## config.mk

```make
export PLATFORM = sky130hd
export DESIGN_NAME = acsltr_regs
export DESIGN_NICKNAME = d
export VERILOG_FILES = /design/src/rtl/acsltr_pkg.sv /design/src/rtl/acsltr_regs.sv
export SDC_FILE = /design/constraint.sdc
export NUM_CORES = 1
export LEC_CHECK = 0
export BUFFER_PORTS_ARGS = -buffer_cell sky130_fd_sc_hd__buf_2
export CAP_MARGIN = 20
export CORE_MARGIN = 1.5
export CORE_UTILIZATION = 54
export DETAILED_ROUTE_END_ITERATION = 8
export GPL_ROUTABILITY_DRIVEN = 0
export PLACE_DENSITY = 0.9
export SLEW_MARGIN = 30
export SYNTH_ARGS = -nofsm -noshare
export SYNTH_HDL_FRONTEND = slang
export SYNTH_SLANG_ARGS = --single-unit
```

## constraint.sdc

```tcl
create_clock -name CLK_SYS -period 4.13 [get_ports CLK_SYS]
set_input_delay 0.6195 -clock CLK_SYS [delete_from_list [all_inputs] [get_ports CLK_SYS]]
set_output_delay 0.6195 -clock CLK_SYS [all_outputs]
set_load 0.05 [all_outputs]
```

## src/rtl/acsltr_pkg.sv

```systemverilog
package acsltr_pkg;

  localparam int ADDR_W = 12;

  localparam logic [11:0] PWR_BUDGET_HDR_OFF = 12'h20C;
  localparam logic [11:0] ACCESS_CTRL_CAP_HEADER_OFF = 12'h220;
  localparam logic [11:0] ACCESS_CTRL_CAPABILITY_CONTROL_OFF = 12'h224;
  localparam logic [11:0] EGRESS_BLOCK_VECTOR_OFF = 12'h228;
  localparam logic [11:0] LATENCY_REPORT_CAP_HEADER_OFF = 12'h230;
  localparam logic [11:0] MAX_SNOOP_LATENCY_OFF = 12'h234;

  localparam logic [15:0] PWR_BUDGET_CAP_ID = 16'h0004;
  localparam logic [15:0] ACCESS_CTRL_CAP_ID = 16'h000D;
  localparam logic [15:0] LATENCY_REPORT_CAP_ID = 16'h0018;
  localparam logic [3:0] CAP_VERSION = 4'h1;
  localparam logic [11:0] NEXT_CAP_END = 12'h000;
  localparam logic [11:0] NEXT_CAP_UPSTREAM = 12'h230;
  localparam logic [11:0] NEXT_CAP_DOWNSTREAM = 12'h220;

  localparam logic [6:0] ACS_FEATURES = 7'h7F;
  localparam logic [7:0] EGRESS_VECTOR_SIZE = 8'h08;
  localparam int ACS_ENABLE_LSB = 16;
  localparam int ACS_SIZE_LSB = 8;

  localparam logic [31:0] CTL_WMASK = 32'h007F0000;
  localparam logic [31:0] EGRESS_WMASK = 32'h000000FF;
  localparam logic [31:0] LAT_WMASK = 32'h1FFF1FFF;
  localparam logic [31:0] CTL_RESET = 32'h00000000;
  localparam logic [31:0] EGRESS_RESET = 32'h00000000;
  localparam logic [31:0] LAT_RESET = 32'h00000000;

  localparam logic [1:0] RESP_OKAY = 2'h0;
  localparam logic [1:0] RESP_DECERR = 2'h3;

  typedef enum logic [2:0] {
    ACSLTR_SEL_NONE = 3'b000,
    ACSLTR_SEL_PWR_HDR = 3'b001,
    ACSLTR_SEL_ACS_HDR = 3'b010,
    ACSLTR_SEL_ACS_CTL = 3'b011,
    ACSLTR_SEL_EGRESS = 3'b100,
    ACSLTR_SEL_LTR_HDR = 3'b101,
    ACSLTR_SEL_LAT = 3'b110
  } acsltr_sel_t;

endpackage : acsltr_pkg

```

## src/rtl/acsltr_regs.sv

```systemverilog
// Implementation choice: the AXI4-Lite slave port.
`timescale 1ns/1ns
// Contract
// - Downstream header reads capability ID 000Dh.
// - Both headers report version 1h.
// - Both headers end the chain with 000h.
// - Capability bits 0..6 read as one.
// - Egress vector size field reads 08h.
// - Enable bits 16..22 writable, reset zero.
// - Egress vector bits 7:0 writable, reset zero.
// - Access-control registers exist on downstream ports only.
// - Upstream header reads capability ID 0018h.
// - Latency registers exist on upstream port only.
// - Snoop latency value 9:0 writable, reset zero.
// - Snoop latency scale 12:10 writable, reset zero.
// - Power budgeting header points to 230h/220h.
// - No-snoop latency value 25:16 writable, reset zero.
module acsltr_regs (
  input wire logic CLK_SYS,
  input wire logic RESET_N,
  input wire logic PORT_IS_UPSTREAM,
  input wire logic [11:0] S_AXI_AWADDR,
  input wire logic [2:0] S_AXI_AWPROT,
  input wire logic S_AXI_AWVALID,
  output logic S_AXI_AWREADY,
  input wire logic [31:0] S_AXI_WDATA,
  input wire logic [3:0] S_AXI_WSTRB,
  input wire logic S_AXI_WVALID,
  output logic S_AXI_WREADY,
  output logic [1:0] S_AXI_BRESP,
  output logic S_AXI_BVALID,
  input wire logic S_AXI_BREADY,
  input wire logic [11:0] S_AXI_ARADDR,
  input wire logic [2:0] S_AXI_ARPROT,
  input wire logic S_AXI_ARVALID,
  output logic S_AXI_ARREADY,
  output logic [31:0] S_AXI_RDATA,
  output logic [1:0] S_AXI_RRESP,
  output logic S_AXI_RVALID,
  input wire logic S_AXI_RREADY,
  output logic [6:0] ACS_FEATURE_ENABLE,
  output logic [7:0] EGRESS_BLOCK,
  output logic [9:0] MAX_SNOOP_VALUE,
  output logic [2:0] MAX_SNOOP_SCALE,
  output logic [9:0] MAX_NO_SNOOP_VALUE,
  output logic [2:0] MAX_NO_SNOOP_SCALE
);

  ////////////////////////////////////////////////////////////////////////////
  // Decode shared by the read and the write paths.

  // A register that does not exist on this port type decodes as unmapped.
  function automatic acsltr_pkg::acsltr_sel_t decode(
    input logic [11:0] addr,
    input logic up
  );
    acsltr_pkg::acsltr_sel_t sel;
    sel = acsltr_pkg::ACSLTR_SEL_NONE;
    case ({addr[11:2], 2'b00})
      acsltr_pkg::PWR_BUDGET_HDR_OFF: sel = acsltr_pkg::ACSLTR_SEL_PWR_HDR;
      acsltr_pkg::ACCESS_CTRL_CAP_HEADER_OFF: begin
        if (!up) sel = acsltr_pkg::ACSLTR_SEL_ACS_HDR;
      end
      acsltr_pkg::ACCESS_CTRL_CAPABILITY_CONTROL_OFF: begin
        if (!up) sel = acsltr_pkg::ACSLTR_SEL_ACS_CTL;
      end
      acsltr_pkg::EGRESS_BLOCK_VECTOR_OFF: begin
        if (!up) sel = acsltr_pkg::ACSLTR_SEL_EGRESS;
      end
      acsltr_pkg::LATENCY_REPORT_CAP_HEADER_OFF: begin
        if (up) sel = acsltr_pkg::ACSLTR_SEL_LTR_HDR;
      end
      acsltr_pkg::MAX_SNOOP_LATENCY_OFF: begin
        if (up) sel = acsltr_pkg::ACSLTR_SEL_LAT;
      end
      default: sel = acsltr_pkg::ACSLTR_SEL_NONE;
    endcase
    return sel;
  endfunction : decode

  // Only writable positions change; reserved bits keep their zero.
  function automatic logic [31:0] merge(
    input logic [31:0] old,
    input logic [31:0] data,
    input logic [3:0] strb,
    input logic [31:0] wmask
  );
    logic [31:0] bmask;
    bmask = {{8{strb[3]}}, {8{strb[2]}}, {8{strb[1]}}, {8{strb[0]}}};
    return (old & ~(bmask & wmask)) | (data & bmask & wmask);
  endfunction : merge

  ////////////////////////////////////////////////////////////////////////////
  // Write channel.

  logic aw_held;
  logic w_held;
  logic [11:0] awaddr;
  logic [31:0] wdata;
  logic [3:0] wstrb;
  logic bvalid;
  logic [1:0] bresp;
  logic [31:0] ctl;
  logic [31:0] egress;
  logic [31:0] lat;
  logic next_aw_held;
  logic next_w_held;
  logic [11:0] next_awaddr;
  logic [31:0] next_wdata;
  logic [3:0] next_wstrb;
  logic next_bvalid;
  logic [1:0] next_bresp;
  logic [31:0] next_ctl;
  logic [31:0] next_egress;
  logic [31:0] next_lat;
  logic aw_take;
  logic w_take;
  logic do_write;
  logic [11:0] wr_addr;
  logic [31:0] wr_data;
  logic [3:0] wr_strb;
  acsltr_pkg::acsltr_sel_t wr_sel;

  // Address and data are each taken on their own; the write happens in the
  // cycle both are present, so either order costs no extra cycle.
  assign S_AXI_AWREADY = !aw_held && !bvalid;
  assign S_AXI_WREADY = !w_held && !bvalid;
  assign aw_take = S_AXI_AWVALID && S_AXI_AWREADY;
  assign w_take = S_AXI_WVALID && S_AXI_WREADY;
  assign wr_addr = aw_held ? awaddr : S_AXI_AWADDR;
  assign wr_data = w_held ? wdata : S_AXI_WDATA;
  assign wr_strb = w_held ? wstrb : S_AXI_WSTRB;
  assign do_write = (aw_held || aw_take) && (w_held || w_take);
  assign wr_sel = decode(wr_addr, PORT_IS_UPSTREAM);

  always_comb begin
    next_aw_held = aw_held;
    next_w_held = w_held;
    next_awaddr = awaddr;
    next_wdata = wdata;
    next_wstrb = wstrb;
    next_bvalid = bvalid;
    next_bresp = bresp;
    next_ctl = ctl;
    next_egress = egress;
    next_lat = lat;
    if (aw_take) begin
      next_aw_held = 1'b1;
      next_awaddr = S_AXI_AWADDR;
    end
    if (w_take) begin
      next_w_held = 1'b1;
      next_wdata = S_AXI_WDATA;
      next_wstrb = S_AXI_WSTRB;
    end
    if (do_write) begin
      next_aw_held = 1'b0;
      next_w_held = 1'b0;
      next_bvalid = 1'b1;
      next_bresp = acsltr_pkg::RESP_OKAY;
      case (wr_sel)
        acsltr_pkg::ACSLTR_SEL_ACS_CTL:
          next_ctl = merge(ctl, wr_data, wr_strb,
                           acsltr_pkg::CTL_WMASK);
        acsltr_pkg::ACSLTR_SEL_EGRESS:
          next_egress = merge(egress, wr_data, wr_strb,
                              acsltr_pkg::EGRESS_WMASK);
        acsltr_pkg::ACSLTR_SEL_LAT:
          next_lat = merge(lat, wr_data, wr_strb,
                           acsltr_pkg::LAT_WMASK);
        acsltr_pkg::ACSLTR_SEL_NONE:
          next_bresp = acsltr_pkg::RESP_DECERR;
        default: next_bresp = acsltr_pkg::RESP_OKAY;
      endcase
    end else if (bvalid && S_AXI_BREADY) begin
      next_bvalid = 1'b0;
    end
  end

  always_ff @(posedge CLK_SYS or negedge RESET_N) begin
    if (!RESET_N) begin
      aw_held <= 1'b0;
      w_held <= 1'b0;
      awaddr <= 12'h000;
      wdata <= 32'h00000000;
      wstrb <= 4'h0;
      bvalid <= 1'b0;
      bresp <= acsltr_pkg::RESP_OKAY;
      ctl <= acsltr_pkg::CTL_RESET;
      egress <= acsltr_pkg::EGRESS_RESET;
      lat <= acsltr_pkg::LAT_RESET;
    end else begin
      aw_held <= next_aw_held;
      w_held <= next_w_held;
      awaddr <= next_awaddr;
      wdata <= next_wdata;
      wstrb <= next_wstrb;
      bvalid <= next_bvalid;
      bresp <= next_bresp;
      ctl <= next_ctl;
      egress <= next_egress;
      lat <= next_lat;
    end
  end

  assign S_AXI_BVALID = bvalid;
  assign S_AXI_BRESP = bresp;

  ////////////////////////////////////////////////////////////////////////////
  // Read channel.

  logic rvalid;
  logic [31:0] rdata;
  logic [1:0] rresp;
  logic next_rvalid;
  logic [31:0] next_rdata;
  logic [1:0] next_rresp;
  logic [31:0] read_word;
  acsltr_pkg::acsltr_sel_t rd_sel;

  assign S_AXI_ARREADY = !rvalid;
  assign rd_sel = decode(S_AXI_ARADDR, PORT_IS_UPSTREAM);

  always_comb begin
    read_word = 32'h00000000;
    case (rd_sel)
      acsltr_pkg::ACSLTR_SEL_PWR_HDR:
        read_word = {PORT_IS_UPSTREAM ? acsltr_pkg::NEXT_CAP_UPSTREAM
                                      : acsltr_pkg::NEXT_CAP_DOWNSTREAM,
                     acsltr_pkg::CAP_VERSION,
                     acsltr_pkg::PWR_BUDGET_CAP_ID};
      acsltr_pkg::ACSLTR_SEL_ACS_HDR:
        read_word = {acsltr_pkg::NEXT_CAP_END, acsltr_pkg::CAP_VERSION,
                     acsltr_pkg::ACCESS_CTRL_CAP_ID};
      acsltr_pkg::ACSLTR_SEL_ACS_CTL: begin
        read_word = ctl;
        read_word[6:0] = acsltr_pkg::ACS_FEATURES;
        read_word[acsltr_pkg::ACS_SIZE_LSB +: 8] =
          acsltr_pkg::EGRESS_VECTOR_SIZE;
      end
      acsltr_pkg::ACSLTR_SEL_EGRESS: read_word = egress;
      acsltr_pkg::ACSLTR_SEL_LTR_HDR:
        read_word = {acsltr_pkg::NEXT_CAP_END, acsltr_pkg::CAP_VERSION,
                     acsltr_pkg::LATENCY_REPORT_CAP_ID};
      acsltr_pkg::ACSLTR_SEL_LAT: read_word = lat;
      default: read_word = 32'h00000000;
    endcase
    next_rvalid = rvalid;
    next_rdata = rdata;
    next_rresp = rresp;
    if (S_AXI_ARVALID && !rvalid) begin
      next_rvalid = 1'b1;
      next_rdata = read_word;
      next_rresp = (rd_sel == acsltr_pkg::ACSLTR_SEL_NONE)
                   ? acsltr_pkg::RESP_DECERR : acsltr_pkg::RESP_OKAY;
    end else if (rvalid && S_AXI_RREADY) begin
      next_rvalid = 1'b0;
    end
  end

  always_ff @(posedge CLK_SYS or negedge RESET_N) begin
    if (!RESET_N) begin
      rvalid <= 1'b0;
      rdata <= 32'h00000000;
      rresp <= acsltr_pkg::RESP_OKAY;
    end else begin
      rvalid <= next_rvalid;
      rdata <= next_rdata;
      rresp <= next_rresp;
    end
  end

  assign S_AXI_RVALID = rvalid;
  assign S_AXI_RDATA = rdata;
  assign S_AXI_RRESP = rresp;

  // Enables and vector drive the forwarding logic outside this bank.
  assign ACS_FEATURE_ENABLE = ctl[acsltr_pkg::ACS_ENABLE_LSB +: 7];
  assign EGRESS_BLOCK = egress[7:0];
  assign MAX_SNOOP_VALUE = lat[9:0];
  assign MAX_SNOOP_SCALE = lat[12:10];
  assign MAX_NO_SNOOP_VALUE = lat[25:16];
  assign MAX_NO_SNOOP_SCALE = lat[28:26];
endmodule : acsltr_regs

```

# After elaboration in Yosys (flattened, before gate mapping)
# Cells that the tools add are included.
classes:
  n_reduce_logical: 23
  muxes: 22
  n_bitwise: 10
  n_eq_ne: 21
op_table:
  columns: ["cell", "n"]
  rows:
  - ["$pmux W32 S6", 1]
  - ["$eq A10 B8 Y1 const B", 12]
  - ["$and A32 B32 Y32", 3]
  - ["$pmux W3 S6", 2]
  - ["$not A23 Y32", 1]
  - ["$not A29 Y32", 1]
  - ["$not A8 Y32", 1]
  - ["$or A32 B23 Y32", 1]
  - ["$or A32 B29 Y32", 1]
  - ["$or A32 B8 Y32", 1]
  - ["$and A29 B29 Y29", 1]
  - ["$mux W29", 1]
  - ["$eq A3 B3 Y1 const B", 5]
  - ["$mux W12", 1]
  - ["$eq A3 B2 Y1 const B", 3]
  - ["$mux W3", 3]
  - ["$logic_and A1 B1 Y1", 8]
  - ["$mux W1", 8]
  - ["$mux W2", 4]
  - ["$reduce_bool A2 Y1", 4]
  - ["$logic_not A3 Y1", 2]
  - ["$reduce_and A2 Y1", 3]
  - ["$mux W5", 1]
  - ["$logic_not A1 Y1", 4]
  - ["other kinds (3)", 4]
word_totals:
  wordCells: 89
  ff_bits: 181
  in_bits: 74
  output_inout_bits: 82

# Longest topological paths before layout
logic_depth:
  word_depth: 6
  depth_mapped: 7
  depth_no_buf: 5

# Least setup slack after synthesis
# Ideal clock, no wire load.
synth_path:
  kind: "flip-flop to flip-flop"
  startpoint: "register bvalid (netlist: S_AXI_BVALID)"
  endpoint: "register wdata[0]"
  required_time_ns: 4.005
  n_path_buf: 1
  synth_period_minus_slack_ns: 2.429
  arrival_ns: 2.305
  setup_time_ns: 0.125
  path_stages_with_launch: 5
  setup_slack_ns: 1.701
  cell_sequence: "dfrtp_1 -> nor2_1 -> and2_1 -> clkbuf_1 -> mux2_2"
synth_between:
  elab_chain_cells: 3
synth_lines:
  columns: ["item", "line_no", "rtl"]
  rows:
  - ["from (decl)", "acsltr_regs.sv:101", "logic bvalid;"]
  - ["from (signal assigned)", "acsltr_regs.sv:198", "bvalid <= next_bvalid;"]
  - ["$logic_not A1 Y1", "acsltr_regs.sv:127", "assign S_AXI_WREADY = !w_held && !bvalid;"]
  - ["$logic_and A1 B1 Y1", "acsltr_regs.sv:127", null]
  - ["named net S_AXI_WREADY", "acsltr_regs.sv:29", "output logic S_AXI_WREADY,"]
  - ["$logic_and A1 B1 Y1", "acsltr_regs.sv:129", "assign w_take = S_AXI_WVALID && S_AXI_WREADY;"]
  - ["to (signal assigned)", "acsltr_regs.sv:196", "wdata <= next_wdata;"]
  - ["to (decl)", "acsltr_regs.sv:99", "logic [31:0] wdata;"]
# The timed path passes the listed nets, and every way through them passes these cells.
# A chain may end at the register's enable or synchronous reset.

==> out/metrics.yaml <==
critical_path:
  cp-startpoint: "aw_held"
  rr_worst_depth: 5
  critPathLaunchType: "register"
  cp_data_arrival_time_ns: 2.94
  worstReg2RegStart: "aw_held"
  rrSetupSlack_ns: 1.58
  required_ns: 4.52
  worst-setup-path-type: "reg -> reg"
  crit_fanout: 17
  crit_path_end_kind: "register"
grt:
  grt_first_pass_wirelength_mm: 21.9
  antenna_found_initial: 0
  use_met1: 0.325
  overflow: 0
  grt_pass1_vias: 4388
  grt.total_usage: 0.279
  top_usage_layer: "met2"
  grt_max_degree: 88
  gr-usage-met2: 0.473
  met3_usage: 0.0841
clock_tree:
  clkTransAtPathRegs_ns: 0.06
  cts_resized: 0
  root_buffer: "clkbuf_8"
  cts_sinks: 114
  cts_buffers: 17
  ctsLongestPathBuffers: 2
  clkLatencyLatePin_ns: 0.51
  cts_tree: "built"
  htreeDepth: 4
  cts_setup_buffers: 0
  cts_hold_buf: 0
power:
  p_comb_frac: 0.246
  pwr-share-seq: 0.378
  pwr_density_cell_nw_per_um2: 616
  p_leak_nw: 3.31
  p_int_w: 0.00281
  switching_share: 0.315
  vdd_drop_max_v: 0.000510
  power_switching_w: 0.00129
  pwr-share-clk: 0.376
route:
  viasPerCell: 5.82
  first_iter_violations: 182
  vias: 4131
  drc: 0
  drt-total-wl_mm: 13.6
  drt-wirelength-per-cell_um: 19.1
  antenna_left: 0
  firstDrtPassIters: 4
place:
  place_worst_setup_slack_ns: 1.42
  dp.final_hpwl_mm: 9.22
  port_buffers: 134
floorplan:
  fp.dieH_um: 102
  dieArea_um2: 10400
  rows: 35
  die_w_um: 102
  start_util: 0.564
  io_pins: 156
  core_area_um2: 9370
yosys:
  synthAdderAreaFrac: 0
  syn_area_um2: 5290
  synth-compound-area-share: 0.0778
  synth-edff-count: 0
  synth_top_family_by_area: "multiplexers"
  synthXorXnorAreaFrac: 0
  async_reset_ff_frac: 1.00
  ys_seq_area_frac: 0.539
  ys.flop_type: "dfrtp_1"
  ys_ff_latch: 114
  yosysWarnings: 0
  yosys.area_share.simple: 0.114
  synth.distinct_cells: 46
  synthCells: 433
  muxShareOfSynthArea: 0.236
  syn_avg_cell_area_um2: 12.2
timing:
  drv_slew: 0
  fin_skew_ns: 0.00871
  tns_ns: 0
  finalHoldViolCount: 0
  period_share: 0.618
  tightestPinTransition_ns: 0.833
  fin_ws_ns: 1.58
  finalCriticalPeriod_ns: 2.55
  slew_headroom: 0.445
  whs_ns: 0.157
  setup_viol: 0
  rsz0062_at_grt: "false"
  fmax_mhz: 392
finish:
  mostFrequentLayoutCells: "133 x buf_2, 114 x dfrtp_1, 109 x mux2_2, 33 x nand2_1, 32 x nor2_1"
  layout_commonest_cell: "buf_2"
  fin_nets: 642
  diodes: 0
  drive_above_1_share: 0.504
  syn2layout_area_growth_pct: 26.1
run_status:
  status: "finished, final reports clean"
job:
  drv_cap: 0
worst_hold_path:
  hold_path.class: "in -> async"
[power groups by stage]
stage / combinational [W] / clock [W] / sequential [W]
6_report: 0.00101 / 0.00154 / 0.00155
5_1_grt: 0.00109 / 0.00162 / 0.00159
4_1_cts: 0.00101 / 0.00156 / 0.00155
3_5_place_dp: 0.000998 / 0 / 0.00156
3_3_place_gp: 0.000953 / 0 / 0.00153
2_1_floorplan: 0.000705 / 0 / 0.00160
[critical path: stages (launching register included)]
cell and delay (ns):
dfrtp_1 0.57, nor3_1 0.37, a32oi_1 0.13, a211oi_2 0.43, o2111a_1 0.52, mux2_2 0.40
[final cells by class]
class                           count  area [um2]
Tap cell                          129         161
Timing Repair Buffer              140         726
Clock buffer                       18         428
Inverter                            5        18.8
Sequential cell                   114        2850
Fill cell                         672        2700
Clock inverter                     14         204
Multi-Input combinational cell    290        2280
[metal layers]
layer,routed length (um),vias to the layer above
met1,5280,2067
met5,0,-
met3,971,37
li1,-,1818
met2,6920,209
met4,414,0
[how the worst min path moves through the flow]
stage | start | end | slack (ns) | depth (start not counted)
after detailed placement | S_AXI_RDATA[8] | S_AXI_RDATA[8] | 0.46 | 2
after floorplan | RESET_N | S_AXI_BRESP[0] | 0.32 | 0
final | RESET_N | wdata[3] | 0.16 | 1
after global routing | RESET_N | wdata[5] | 0.21 | 1
after global placement | S_AXI_RDATA[27] | S_AXI_RDATA[27] | 0.45 | 2
after CTS | RESET_N | wdata[5] | 0.18 | 1
[cells by family after synthesis]
logic type	Yosys count
simple gates	115
flops	114
mux	111
compound gates	59
buf+inv	33
other cells	1
[metrics by stage]
stage	cell area, um2	cells	total power, W	util
finish	6670	710	0.00411	0.712
global route	6670	710	0.00429	0.712
CTS	6670	710	0.00413	0.712
detailed placement	6040	678	0.00256	0.645
global placement	6030	677	0.00249	0.643
floorplan	5310	437	0.00231	-
[cells in the mapped netlist, types with 2 or more instances]
master    count  area (um2)
dfrtp_1     114        2850
mux2_2      109        1230
nand2_1      33         124
nor2_1       32         120
o21ai_0      14        70.1
a21oi_1      12        60.1
buf_4        12        90.1
clkbuf_1     12        45.0
nand3_1      12        60.1
a221oi_1      7        61.3
nor2b_1       7        43.8
a22o_1        6        52.6
inv_1         5        18.8
nand2b_1      5        31.3
nor3_1        5        25.0
o22ai_1       4        25.0
a32oi_1       3        26.3
and2_1        3        18.8
buf_1         3        11.3
a31oi_1       2        12.5
mux2i_1       2        20.0
nand3_2       2        20.0
nand3b_1      2        15.0
nor4_4        2        42.5
nor4b_1       2        17.5
o21a_1        2        15.0
or2_2         2        12.5
(Power assumes the default switching activity.)
